--- config.mk ---
export PLATFORM = sky130hd
export DESIGN_NAME = ccc_core
export DESIGN_NICKNAME = d
export VERILOG_FILES = /design/src/hdl/ccc_sizes_unused.sv /design/src/hdl/ccc_pkg.sv /design/src/hdl/ccc_core.sv
export VERILOG_INCLUDE_DIRS = /design/src /design/src/hdl
export SDC_FILE = /design/constraint.sdc
export NUM_CORES = 1
export LEC_CHECK = 0
export BUFFER_PORTS_ARGS = -buffer_cell sky130_fd_sc_hd__buf_2
export CAP_MARGIN = 15
export CORE_MARGIN = 1.5
export CORE_UTILIZATION = 24
export CTS_CLUSTER_SIZE = 10
export DETAILED_ROUTE_END_ITERATION = 10
export PLACE_DENSITY = 0.37
export SYNTH_ARGS = -nofsm -noshare
export SYNTH_HDL_FRONTEND = slang
export SYNTH_SLANG_ARGS = --single-unit
--- constraint.sdc ---
create_clock -name i_clk -period 3.62 [get_ports i_clk]
set_clock_uncertainty 0.1 [all_clocks]
set_input_delay 0.362 -clock i_clk [delete_from_list [all_inputs] [get_ports i_clk]]
set_output_delay 0.362 -clock i_clk [all_outputs]
set_load 0.1 [all_outputs]
--- src/hdl/ccc_regs.svh ---
`ifndef CCC_REGS_SVH
`define CCC_REGS_SVH
`define CCC_PTR_CFG1_RD 8'h03
`define CCC_PTR_RATE_RD 8'h04
`define CCC_PTR_CFG1_WR 8'h09
`define CCC_PTR_RATE_WR 8'h0A
`define CCC_PTR_SHOT 8'h0F
`define CCC_PTR_ADJ_ONE 8'h18
`define CCC_PTR_CFG2_ONE 8'h1A
`define CCC_PTR_ADJ_R1 8'h27
`define CCC_PTR_ADJ_R2 8'h28
`define CCC_PTR_BETA_R1 8'h35
`define CCC_PTR_BETA_R2 8'h36
`define CCC_PTR_CFG2_TWO 8'h3F
`define CCC_PTR_SRST 8'hFC
`define CCC_GC_RESET_CODE 8'h06
`define CCC_CFG1_RST 8'h00
`define CCC_CFG1_MASK 8'hE4
`define CCC_CFG1_SD_BIT 6
`define CCC_CFG2_RST_ONE 8'h1C
`define CCC_CFG2_RST_TWO 8'h3C
`define CCC_CFG2_MASK 8'h3C
`define CCC_RATE_RST 8'h07
`define CCC_RATE_MAX 8'h06
`define CCC_ADJ_RST 8'h00
`define CCC_BETA_RST 4'h8
`define CCC_BETA_OFF 4'h7
`define CCC_BETA_DIODE 4'hF
`define CCC_ETA_NUM_1008 19'h49D40
`define CCC_ETA_NUM_1000 19'h493E0
`define CCC_ETA_K 10'h12C
`define CCC_CLK_MHZ 125
`define CCC_CONV_LONG_MS 126
`define CCC_CONV_SHORT_MS 93
`define CCC_PERIOD0_S 16
`endif

--- src/hdl/ccc_sizes_unused.sv ---
`timescale 1ns/1ps
`default_nettype none
`default_nettype wire

--- src/hdl/ccc_pkg.sv ---
package ccc_pkg;
  typedef enum logic [1:0] {
    CCC_SHUT = 2'b00,
    CCC_CONV = 2'b01,
    CCC_IDLE = 2'b10
  } ccc_fsm_t;

  typedef struct packed {
    ccc_fsm_t fsm;
    logic [7:0] cfg1;
    logic [7:0] cfg2;
    logic [7:0] rate;
    logic [7:0] adj1;
    logic [7:0] adj2;
    logic [3:0] beta1;
    logic [3:0] beta2;
    logic [3:0] res1;
    logic [3:0] res2;
    logic one_shot;
    logic [1:0] chan;
    logic [31:0] conv_cnt;
    logic [31:0] per_cnt;
    logic [7:0] rdata;
    logic start;
    logic done;
    logic abort;
    logic rel;
    logic gc_ack;
    logic b_auto;
    logic [2:0] b_range;
    logic [18:0] eta_num;
    logic [8:0] eta_den;
  } ccc_state_t;
endpackage

--- src/hdl/ccc_core.sv ---
`timescale 1ns/1ps
`default_nettype none
`include "ccc_regs.svh"
module ccc_core #(
  parameter bit P_TWO_CH = 1'b1,
  parameter logic [31:0] P_CONV_LONG_CYC =
    32'(`CCC_CONV_LONG_MS * 1000 * `CCC_CLK_MHZ),
  parameter logic [31:0] P_CONV_SHORT_CYC =
    32'(`CCC_CONV_SHORT_MS * 1000 * `CCC_CLK_MHZ),
  parameter logic [31:0] P_PERIOD0_CYC =
    32'(64'(`CCC_PERIOD0_S) * 64'd1000000 * 64'(`CCC_CLK_MHZ))
) (
  input wire logic i_clk,
  input wire logic i_rst_b,
  input wire logic i_wr_stb,
  input wire logic i_rd_stb,
  input wire logic [7:0] i_ptr,
  input wire logic [7:0] i_wdata,
  input wire logic i_gc_addr_stb,
  input wire logic i_gc_stb,
  input wire logic [7:0] i_gc_byte,
  input wire logic i_det_diode,
  input wire logic [2:0] i_det_range,
  output logic [7:0] o_rdata,
  output logic o_gc_ack,
  output logic o_shutdown,
  output logic o_conv_start,
  output logic o_conv_end,
  output logic o_conv_abort,
  output logic [1:0] o_conv_chan,
  output logic o_beta_auto,
  output logic [2:0] o_beta_range,
  output logic [18:0] o_eta_num,
  output logic [8:0] o_eta_den,
  output logic o_alarm_release
);
  import ccc_pkg::*;

  ccc_state_t s;
  ccc_state_t n;
  logic [2:0] ch_en;

  ////////////////////////////////////////////////////////////
  // Helpers

  function automatic ccc_state_t rst_state();
    ccc_state_t r;
    r = '0;
    r.fsm = CCC_IDLE;
    r.cfg1 = `CCC_CFG1_RST;
    r.cfg2 = P_TWO_CH ? `CCC_CFG2_RST_TWO : `CCC_CFG2_RST_ONE;
    r.rate = `CCC_RATE_RST;
    r.adj1 = `CCC_ADJ_RST;
    r.adj2 = `CCC_ADJ_RST;
    r.beta1 = `CCC_BETA_RST;
    r.beta2 = `CCC_BETA_RST;
    r.res1 = `CCC_BETA_RST;
    r.res2 = `CCC_BETA_RST;
    r.eta_num = `CCC_ETA_NUM_1008;
    r.eta_den = 9'(`CCC_ETA_K);
    return r;
  endfunction

  // Next enabled channel at or after the given one
  function automatic logic [2:0] first_en(
    input logic [2:0] from,
    input logic [2:0] en
  );
    logic [2:0] r;
    r = 3'h0;
    for (int i = 2; i >= 0; i--) begin
      if (en[i] && (3'(i) >= from)) begin
        r = {1'b1, 2'(i)};
      end
    end
    return r;
  endfunction

  // Signed adjust folded into the denominator
  function automatic logic [8:0] eta_den_of(input logic [7:0] adj);
    logic [9:0] t;
    t = `CCC_ETA_K - {{2{adj[7]}}, adj};
    return t[8:0];
  endfunction

  function automatic logic [31:0] period_of(input logic [7:0] code);
    logic [7:0] c;
    c = (code > `CCC_RATE_MAX) ? `CCC_RATE_MAX : code;
    return P_PERIOD0_CYC >> c;
  endfunction

  function automatic logic [3:0] beta_rd(
    input logic [3:0] cfg,
    input logic [3:0] res
  );
    return cfg[3] ? res : cfg;
  endfunction

  // Start a channel, or close the pass when none is left
  function automatic ccc_state_t launch(
    input ccc_state_t x,
    input logic [2:0] f
  );
    ccc_state_t y;
    logic [3:0] c;
    logic [7:0] adj;
    y = x;
    c = (f[1:0] == 2'd2) ? x.beta2 : x.beta1;
    adj = (f[1:0] == 2'd2) ? x.adj2 : x.adj1;
    if (!f[2]) begin
      if (x.one_shot) begin
        y.fsm = CCC_SHUT;
        y.one_shot = 1'b0;
      end else begin
        y.fsm = CCC_IDLE;
      end
    end else begin
      y.fsm = CCC_CONV;
      y.chan = f[1:0];
      y.start = 1'b1;
      y.conv_cnt = P_CONV_SHORT_CYC;
      y.b_auto = 1'b0;
      y.b_range = 3'h0;
      y.eta_num = `CCC_ETA_NUM_1008;
      y.eta_den = eta_den_of(adj);
      if (f[1:0] != 2'd0) begin
        if (c[3] && !i_det_diode) begin
          y.b_auto = 1'b1;
          y.b_range = i_det_range;
          y.eta_num = `CCC_ETA_NUM_1000;
          y.conv_cnt = P_CONV_LONG_CYC;
        end else if (c[3]) begin
          y.b_range = 3'h7;
        end else if (c != `CCC_BETA_OFF) begin
          y.b_range = c[2:0];
          y.eta_num = `CCC_ETA_NUM_1000;
        end
        if (c[3]) begin
          if (f[1:0] == 2'd2) begin
            y.res2 = i_det_diode ? `CCC_BETA_DIODE : {1'b1, i_det_range};
          end else begin
            y.res1 = i_det_diode ? `CCC_BETA_DIODE : {1'b1, i_det_range};
          end
        end
      end
    end
    return y;
  endfunction

  // Begin a pass and restart the rate period
  function automatic ccc_state_t pass(input ccc_state_t x);
    ccc_state_t y;
    y = x;
    y.per_cnt = period_of(x.rate) - 32'h1;
    return launch(y, first_en(3'h0, ch_en));
  endfunction

  function automatic logic [7:0] rd_mux(input logic [7:0] p);
    logic [7:0] r;
    r = 8'h00;
    if (p == `CCC_PTR_CFG1_RD) begin
      r = s.cfg1;
    end else if (p == `CCC_PTR_RATE_RD) begin
      r = s.rate;
    end else if (!P_TWO_CH && p == `CCC_PTR_CFG2_ONE) begin
      r = s.cfg2;
    end else if (P_TWO_CH && p == `CCC_PTR_CFG2_TWO) begin
      r = s.cfg2;
    end else if (!P_TWO_CH && p == `CCC_PTR_ADJ_ONE) begin
      r = s.adj1;
    end else if (P_TWO_CH && p == `CCC_PTR_ADJ_R1) begin
      r = s.adj1;
    end else if (P_TWO_CH && p == `CCC_PTR_ADJ_R2) begin
      r = s.adj2;
    end else if (p == `CCC_PTR_BETA_R1) begin
      r = {4'h0, beta_rd(s.beta1, s.res1)};
    end else if (P_TWO_CH && p == `CCC_PTR_BETA_R2) begin
      r = {4'h0, beta_rd(s.beta2, s.res2)};
    end
    return r;
  endfunction

  assign ch_en = {s.cfg2[5] & P_TWO_CH, s.cfg2[4], s.cfg2[3]};

  ////////////////////////////////////////////////////////////
  // Next state

  always_comb begin
    n = s;
    n.start = 1'b0;
    n.done = 1'b0;
    n.abort = 1'b0;
    n.rel = 1'b0;
    n.gc_ack = i_gc_addr_stb;
    if (i_rd_stb) begin
      n.rdata = rd_mux(i_ptr);
    end
    if (s.fsm != CCC_SHUT && s.per_cnt != 32'h0) begin
      n.per_cnt = s.per_cnt - 32'h1;
    end

    unique case (s.fsm)
      CCC_SHUT: begin
        if (!s.cfg1[`CCC_CFG1_SD_BIT]) begin
          n.fsm = CCC_IDLE;
          n.per_cnt = 32'h0;
        end
      end
      CCC_IDLE: begin
        if (s.cfg1[`CCC_CFG1_SD_BIT]) begin
          n.fsm = CCC_SHUT;
        end else if (s.per_cnt == 32'h0) begin
          n = pass(n);
        end
      end
      CCC_CONV: begin
        if (s.conv_cnt > 32'h1) begin
          n.conv_cnt = s.conv_cnt - 32'h1;
        end else begin
          n.done = 1'b1;
          n.conv_cnt = 32'h0;
          n = launch(n, first_en(3'(s.chan) + 3'h1, ch_en));
        end
      end
    endcase

    if (i_wr_stb) begin
      if (i_ptr == `CCC_PTR_CFG1_WR) begin
        n.cfg1 = i_wdata & `CCC_CFG1_MASK;
        if (i_wdata[`CCC_CFG1_SD_BIT] && n.fsm != CCC_SHUT) begin
          n.fsm = CCC_SHUT;
          n.abort = (s.fsm == CCC_CONV);
          n.start = 1'b0;
          n.done = 1'b0;
          n.one_shot = 1'b0;
          n.conv_cnt = 32'h0;
        end
      end else if (i_ptr == `CCC_PTR_RATE_WR) begin
        n.rate = i_wdata;
      end else if (!P_TWO_CH && i_ptr == `CCC_PTR_CFG2_ONE) begin
        n.cfg2 = i_wdata & `CCC_CFG2_MASK;
      end else if (P_TWO_CH && i_ptr == `CCC_PTR_CFG2_TWO) begin
        n.cfg2 = i_wdata & `CCC_CFG2_MASK;
      end else if (!P_TWO_CH && i_ptr == `CCC_PTR_ADJ_ONE) begin
        n.adj1 = i_wdata;
      end else if (P_TWO_CH && i_ptr == `CCC_PTR_ADJ_R1) begin
        n.adj1 = i_wdata;
      end else if (P_TWO_CH && i_ptr == `CCC_PTR_ADJ_R2) begin
        n.adj2 = i_wdata;
      end else if (i_ptr == `CCC_PTR_BETA_R1) begin
        n.beta1 = i_wdata[3:0];
        n.res1 = `CCC_BETA_RST;
      end else if (P_TWO_CH && i_ptr == `CCC_PTR_BETA_R2) begin
        n.beta2 = i_wdata[3:0];
        n.res2 = `CCC_BETA_RST;
      end else if (i_ptr == `CCC_PTR_SHOT) begin
        // Data byte is not kept
        if (s.cfg1[`CCC_CFG1_SD_BIT] && s.fsm == CCC_SHUT) begin
          n.one_shot = 1'b1;
          n = pass(n);
        end
      end
    end

    if ((i_wr_stb && i_ptr == `CCC_PTR_SRST) ||
        (i_gc_stb && i_gc_byte == `CCC_GC_RESET_CODE)) begin
      n = rst_state();
      n.abort = (s.fsm == CCC_CONV);
      n.rel = 1'b1;
      n.gc_ack = i_gc_addr_stb;
    end
  end

  ////////////////////////////////////////////////////////////
  // State register

  always_ff @(posedge i_clk or negedge i_rst_b) begin
    if (!i_rst_b) begin
      s <= rst_state();
    end else begin
      s <= n;
    end
  end

  ////////////////////////////////////////////////////////////
  // Outputs

  assign o_rdata = s.rdata;
  assign o_gc_ack = s.gc_ack;
  assign o_shutdown = s.cfg1[`CCC_CFG1_SD_BIT];
  assign o_conv_start = s.start;
  assign o_conv_end = s.done;
  assign o_conv_abort = s.abort;
  assign o_conv_chan = s.chan;
  assign o_beta_auto = s.b_auto;
  assign o_beta_range = s.b_range;
  assign o_eta_num = s.eta_num;
  assign o_eta_den = s.eta_den;
  assign o_alarm_release = s.rel;
endmodule
`default_nettype wire

==> results of run 1 <==
## routing by layer
layer	wire, um	GRT usage [%]
met1	20200	25.2
met2	19800	29.3
met3	1940	3.65
met4	1190	7.66
met5	0	0
## cells in the final DEF (no fill, tap or decap), types with 19 or more instances in the layout
cell,count
a21oi_1,90
a31oi_1,19
buf_2,80
buf_4,86
dfrtp_1,139
dfstp_2,23
inv_1,20
mux2i_1,47
nand2_1,122
nand3_1,43
nor2_1,112
nor3_1,66
nor4_1,26
o21ai_0,88
o22ai_1,32
or3_1,26
xnor2_1,34
xor2_1,21
## worst min-delay path by stage
stage | startpoint | to | depth (start not counted)
global route | i_rd_stb | o_rdata[7]$_DFFE_PN0P_ | 2
finish | i_rd_stb | o_rdata[7]$_DFFE_PN0P_ | 2
floorplan | i_rst_b | o_alarm_release$_DFF_PN0_ | 0
global placement | i_rst_b | s[135]$_DFFE_PN0P_ | 1
CTS | i_rd_stb | o_rdata[7]$_DFFE_PN0P_ | 2
detailed placement | i_rst_b | s[141]$_DFFE_PN0P_ | 1
## per-stage QoR
step	hold slack (ns)	setup slack (ns)	util, %	instance area [sq um]	total power [W]
2_1_floorplan	-0.0336	0.440	-	10900	0.00640
3_3_place_gp	0.270	0.328	27.3	12200	0.00843
3_5_place_dp	0.270	0.256	27.3	12200	0.00837
4_1_cts	0.0187	0.231	28.7	12800	0.0104
5_1_grt	0.0686	0.0721	28.7	12800	0.0110
6_report	0.0559	0.241	28.7	12800	0.0103
## worst max-delay path, stage by stage, from the launching register on
cell     delay, ns
dfrtp_1       0.44
or4_4         0.54
or4_4         0.63
or3_1         0.64
nor2_1        0.28
mux2_2        0.36
a22oi_1       0.16
a31oi_1       0.11
## power by group
| part | leakage [nW] | total [W] | switching, W | internal (W) |
|---|---|---|---|---|
| sequential | 2.14 | 0.00264 | 0.000436 | 0.00221 |
| clock | 0.284 | 0.00192 | 0.000946 | 0.000977 |
| combinational | 3.02 | 0.00574 | 0.00378 | 0.00197 |
## final cells by class
| class | count | area (sq um) |
|---|---|---|
| Timing Repair Buffer | 171 | 1120 |
| Tap cell | 592 | 741 |
| Clock inverter | 15 | 161 |
| Fill cell | 4828 | 31700 |
| Clock buffer | 17 | 425 |
| Multi-Input combinational cell | 996 | 6160 |
| Sequential cell | 162 | 4080 |
| Inverter | 22 | 82.6 |
## registers in the layout (all words and copies together), names as in the netlist
register,count
o_conv_start,1
o_eta_num,19
o_eta_den,9
o_beta_auto,1
o_gc_ack,1
o_rdata,8
o_conv_abort,1
o_alarm_release,1
ch_en,3
o_shutdown,1
o_conv_chan,2
o_beta_range,3
s,111
o_conv_end,1
## cell families (layout without fill, tap and decap cells)
kind of cell	after synthesis	after routing	synth area share, %
other	1	2	0.0343
flip-flops	162	162	37.4
buffers and inverters	135	225	6.38
adder cells (fa/ha/maj)	9	9	1.03
XOR/XNOR	55	55	4.41
multiplexers	54	54	5.03
AO/OA/AOI/OAI	362	362	21.3
AND/OR/NAND/NOR	514	514	24.5
## timing repair
item	4_1_cts	5_1_grt
setup buffers	0	0
hold endpoints to repair	42	0
hold buffers	2	0
==> flow_metrics.env, run 1 <==
export IMPL_tritoncts="done"
export IMPL_grt_overflow=0
export IMPL_syn_inst=1292
export IMPL_worstReg2RegStart="s[88]$_DFF_PN0_"
export IMPL_start_util_pct=24.5
export IMPL_cts_path_max_buffers=2
export IMPL_portBuffers=81
export IMPL_cts_buffers=17
export IMPL_tightest_slew_ns=0.841
export IMPL_placeableCoreArea_sq_um=44500
export IMPL_drc_errors=0
export IMPL_dpl_cell_count=1941
export IMPL_finalSetupViolCount=0
export IMPL_final_layout_size_suffix_gt1_share_pct=19.8
export IMPL_required_ns=3.89
export IMPL_r2r_slack_ns=0.24
export IMPL_dr_pass1_iters=5
export IMPL_h_tree_depth=4
export IMPL_max_vdd_ir_drop_uv=353
export IMPL_layout_cells_non_filler=1975
export IMPL_die_w_um=216
export IMPL_grt_pass1_vias=10100
export IMPL_cp_end_kind="flip-flop"
export IMPL_synthTopCellsByCount="dfrtp_1 (139), nand2_1 (122), nor2_1 (112)"
export IMPL_antenna_found_initial=0
export IMPL_fin_nets=1413
export IMPL_min_delay_path_class="in -> reg"
export IMPL_drt_vias_per_instance=5.24
export IMPL_syn_area_per_cell_sq_um=8.45
export IMPL_grt_max_degree=62
export IMPL_finalCriticalPeriod_ns=3.38
export IMPL_worst_ep_arrival_time_ns=3.65
export IMPL_synth_area_sq_um=10900
export IMPL_synth_top_area_share_pct=31.9
export IMPL_antenna_cells=0
export IMPL_dp_hpwl_um=31900
export IMPL_cts_resized=0
export IMPL_grt_usage_pct=18.7
export IMPL_async_flop_share_pct=100
export IMPL_wl_per_cell_um=21.8
export IMPL_reg2reg_depth=7
export IMPL_synth_edf_count=0
export IMPL_die_area_sq_um=46800
export IMPL_dieHeight_um=216
export IMPL_vias=10300
export IMPL_path_clk_slew_ns=0.08
export IMPL_syn_to_final_growth_pct=17.0
export IMPL_grt_pass1_wl_um=65600
export IMPL_synth_seq_area_share_pct=37.4
export IMPL_yosys_area_top_type="dfrtp_1"
export IMPL_yosysMostFrequentCell="dfrtp_1"
export IMPL_fin_crit_sh_pct=93.4
export IMPL_antenna_left=0
export IMPL_wirelength_um=43100
export IMPL_p_leak_nw=5.44
export IMPL_ys_flop_type="dfrtp_1"
export IMPL_initialDrtViolationCount=708
export IMPL_fmax_mhz=296
export IMPL_p_per_area_nw_per_um2=807
export IMPL_path_class="reg -> reg"
export IMPL_ioPinCount=82
export IMPL_r2r_end="s[114]$_DFF_PN0_"
export IMPL_yosys_top_cells_area="dfrtp_1 (32%), dfstp_2 (5.5%), mux2i_1 (4.3%), nand2_1 (4.2%), a21oi_1 (4.1%)"
export IMPL_cts_sinks=162
export IMPL_cts_root_buf="clkbuf_16"
export IMPL_maxCapViolations=0
export IMPL_rsz0062_at_grt="no"
export IMPL_place_gp_congestion=0.829
export IMPL_startpoint="s[88]$_DFF_PN0_"
export IMPL_ys_ff_latch=162
export IMPL_ys_types=82
export IMPL_setup_worst_path_end="s[114]$_DFF_PN0_"
export IMPL_yosysWarnings=0
export IMPL_setup_tns_ns=0
export IMPL_clk_latency_ns=0.50
export IMPL_maxSlewHeadroom_pct=43.3
export IMPL_rows=77
export IMPL_hold_violations=0
export IMPL_slew_violations=0
export IMPL_start_kind="flip-flop"
export IMPL_critPathMaxFanout=13
export IMPL_outcome="finished clean"
(Power assumes the default switching activity.)
==> run 2, diff against run 1 <==
--- a/config.mk
+++ b/config.mk
@@ -12,7 +12,7 @@
 export CORE_UTILIZATION = 24
 export CTS_CLUSTER_SIZE = 10
 export DETAILED_ROUTE_END_ITERATION = 10
-export PLACE_DENSITY = 0.37
+export PLACE_DENSITY = 0.45
 export SYNTH_ARGS = -nofsm -noshare
 export SYNTH_HDL_FRONTEND = slang
 export SYNTH_SLANG_ARGS = --single-unit
==> flow_metrics.env, run 2 (synthesis results as in run 1) <==
export IMPL_outcome="finished clean"
export IMPL_cts_path_max_buffers=2
export IMPL_max_vdd_ir_drop_uv=341
export IMPL_clk_latency_ns=0.50
export IMPL_dr_pass1_iters=7
export IMPL_die_area_sq_um=46800
export IMPL_ioPinCount=82
export IMPL_cts_buffers=17
export IMPL_layout_commonest_cell="dfrtp_1"
export IMPL_dp_hpwl_um=28700
export IMPL_start_util_pct=24.5
export IMPL_min_delay_path_class="in -> reg"
export IMPL_vias=10300
export IMPL_grt_overflow=0
export IMPL_finalSetupViolCount=0
export IMPL_cts_root_buf="clkbuf_16"
export IMPL_grt_pass1_vias=10100
export IMPL_fin_crit_sh_pct=93.0
export IMPL_grt_usage_pct=17.3
export IMPL_seq_area_sq_um=4080
export IMPL_rsz0062_at_grt="no"
export IMPL_wirelength_um=39400
export IMPL_hold_violations=0
export IMPL_mostFrequentLayoutCells="dfrtp_1 (139), nand2_1 (122), nor2_1 (112)"
export IMPL_tritoncts="done"
export IMPL_grt_pass1_wl_um=62000
export IMPL_required_ns=3.87
export IMPL_final_layout_size_suffix_gt1_share_pct=18.4
export IMPL_tightest_slew_ns=0.986
export IMPL_drt_vias_per_instance=5.26
export IMPL_wl_per_cell_um=20.2
export IMPL_antenna_cells=0
export IMPL_cts_resized=0
export IMPL_initialDrtViolationCount=658
export IMPL_path_class="reg -> reg"
export IMPL_setup_ws_ns=0.254
export IMPL_critPathMaxFanout=6
export IMPL_fillerInstances=4852
export IMPL_fmax_mhz=297
export IMPL_regMostFlops="s"
export IMPL_antenna_found_initial=1
export IMPL_h_tree_depth=4
export IMPL_worstReg2RegStart="s[48]$_DFF_PN0_"
export IMPL_start_kind="flip-flop"
export IMPL_multi_input_area_sq_um=6160
export IMPL_syn_to_final_growth_pct=15.5
export IMPL_largest_reg_flops=111
export IMPL_drc_errors=0
export IMPL_rows=77
export IMPL_placeableCoreArea_sq_um=44500
export IMPL_place_gp_congestion=0.853
export IMPL_startpoint="s[48]$_DFF_PN0_"
export IMPL_dieHeight_um=216
export IMPL_pre_cts_ws_ns=0.204
export IMPL_path_clk_slew_ns=0.08
export IMPL_cts_sinks=162
export IMPL_worst_ep_arrival_time_ns=3.62
export IMPL_worstHoldStart="i_wdata[4]"
export IMPL_maxSlewHeadroom_pct=34.0
export IMPL_finalCriticalPeriod_ns=3.37
export IMPL_antenna_left=0
export IMPL_p_per_area_nw_per_um2=791
export IMPL_cp_end_kind="flip-flop"
export IMPL_fin_nets=1390
export IMPL_setup_tns_ns=0
export IMPL_die_w_um=216
export IMPL_slew_violations=0
export IMPL_maxCapViolations=0
export IMPL_portBuffers=81
export IMPL_p_leak_nw=5.34
export IMPL_grt_max_degree=73
run 2: worst max-delay path: stages (launching register included):
cell	delay, ns
dfrtp_1	0.42
or4_1	0.62
or4_1	0.64
o41ai_4	0.61
nand2_1	0.21
buf_4	0.20
and2_1	0.15
o21ai_0	0.17
a21oi_1	0.09
run 2: final timing paths:
check                                               end  slack (ns)  cells after the start
max in group asynchronous              s[169]$_DFF_PN1_        2.07                      3
min in group asynchronous              s[102]$_DFF_PN0_        0.38                      2
worst min-delay path               ch_en[1]$_DFFE_PN1P_        0.05                      3
worst max register to register          s[81]$_DFF_PN0_        0.25                      8
worst min register to register  o_eta_num[15]$_DFF_PN1_        0.36                      2
worst max-delay path                    s[81]$_DFF_PN0_        0.25                      8
run 2: layer usage:
| layer | vias up | wire, um | GRT usage, % |
|---|---|---|---|
| met4 | 2 | 900 | 5.86 |
| li1 | 4846 | - | - |
| met2 | 256 | 18300 | 27.3 |
| met3 | 50 | 1760 | 3.89 |
| met1 | 5105 | 18500 | 23.3 |
| met5 | - | 10 | 0 |
run 2: layout make-up:
cell class,count,area share (%)
multi-input cells,996,48.8
flip-flops and latches,162,32.4
repair buffers,148,7.51
well taps,592,5.87
clock buffers,18,3.48
clock inverters,14,1.31
inverters,22,0.655
run 2: per-stage QoR:
stage | power [W] | hold WS (ns) | utilization, % | std cells | instance area [sq um]
after floorplan | 0.00640 | -0.0336 | - | 1293 | 10900
after global placement | 0.00800 | 0.346 | 26.9 | 1917 | 12000
after detailed placement | 0.00800 | 0.347 | 26.9 | 1917 | 12000
after CTS | 0.0100 | 0.0176 | 28.3 | 1952 | 12600
after global routing | 0.0106 | 0.0522 | 28.3 | 1952 | 12600
final | 0.00997 | 0.0527 | 28.3 | 1952 | 12600
run 2: report_power, final:
part / internal (W) / switching, W
clock network: 0.00100 / 0.000928
logic: 0.00181 / 0.00357
registers: 0.00221 / 0.000449
run 2: timing repair:
action | 4_1_cts | 5_1_grt
hold endpoints to repair | 61 | 0
hold buffers | 3 | 0
buffers inserted | 0 | 0
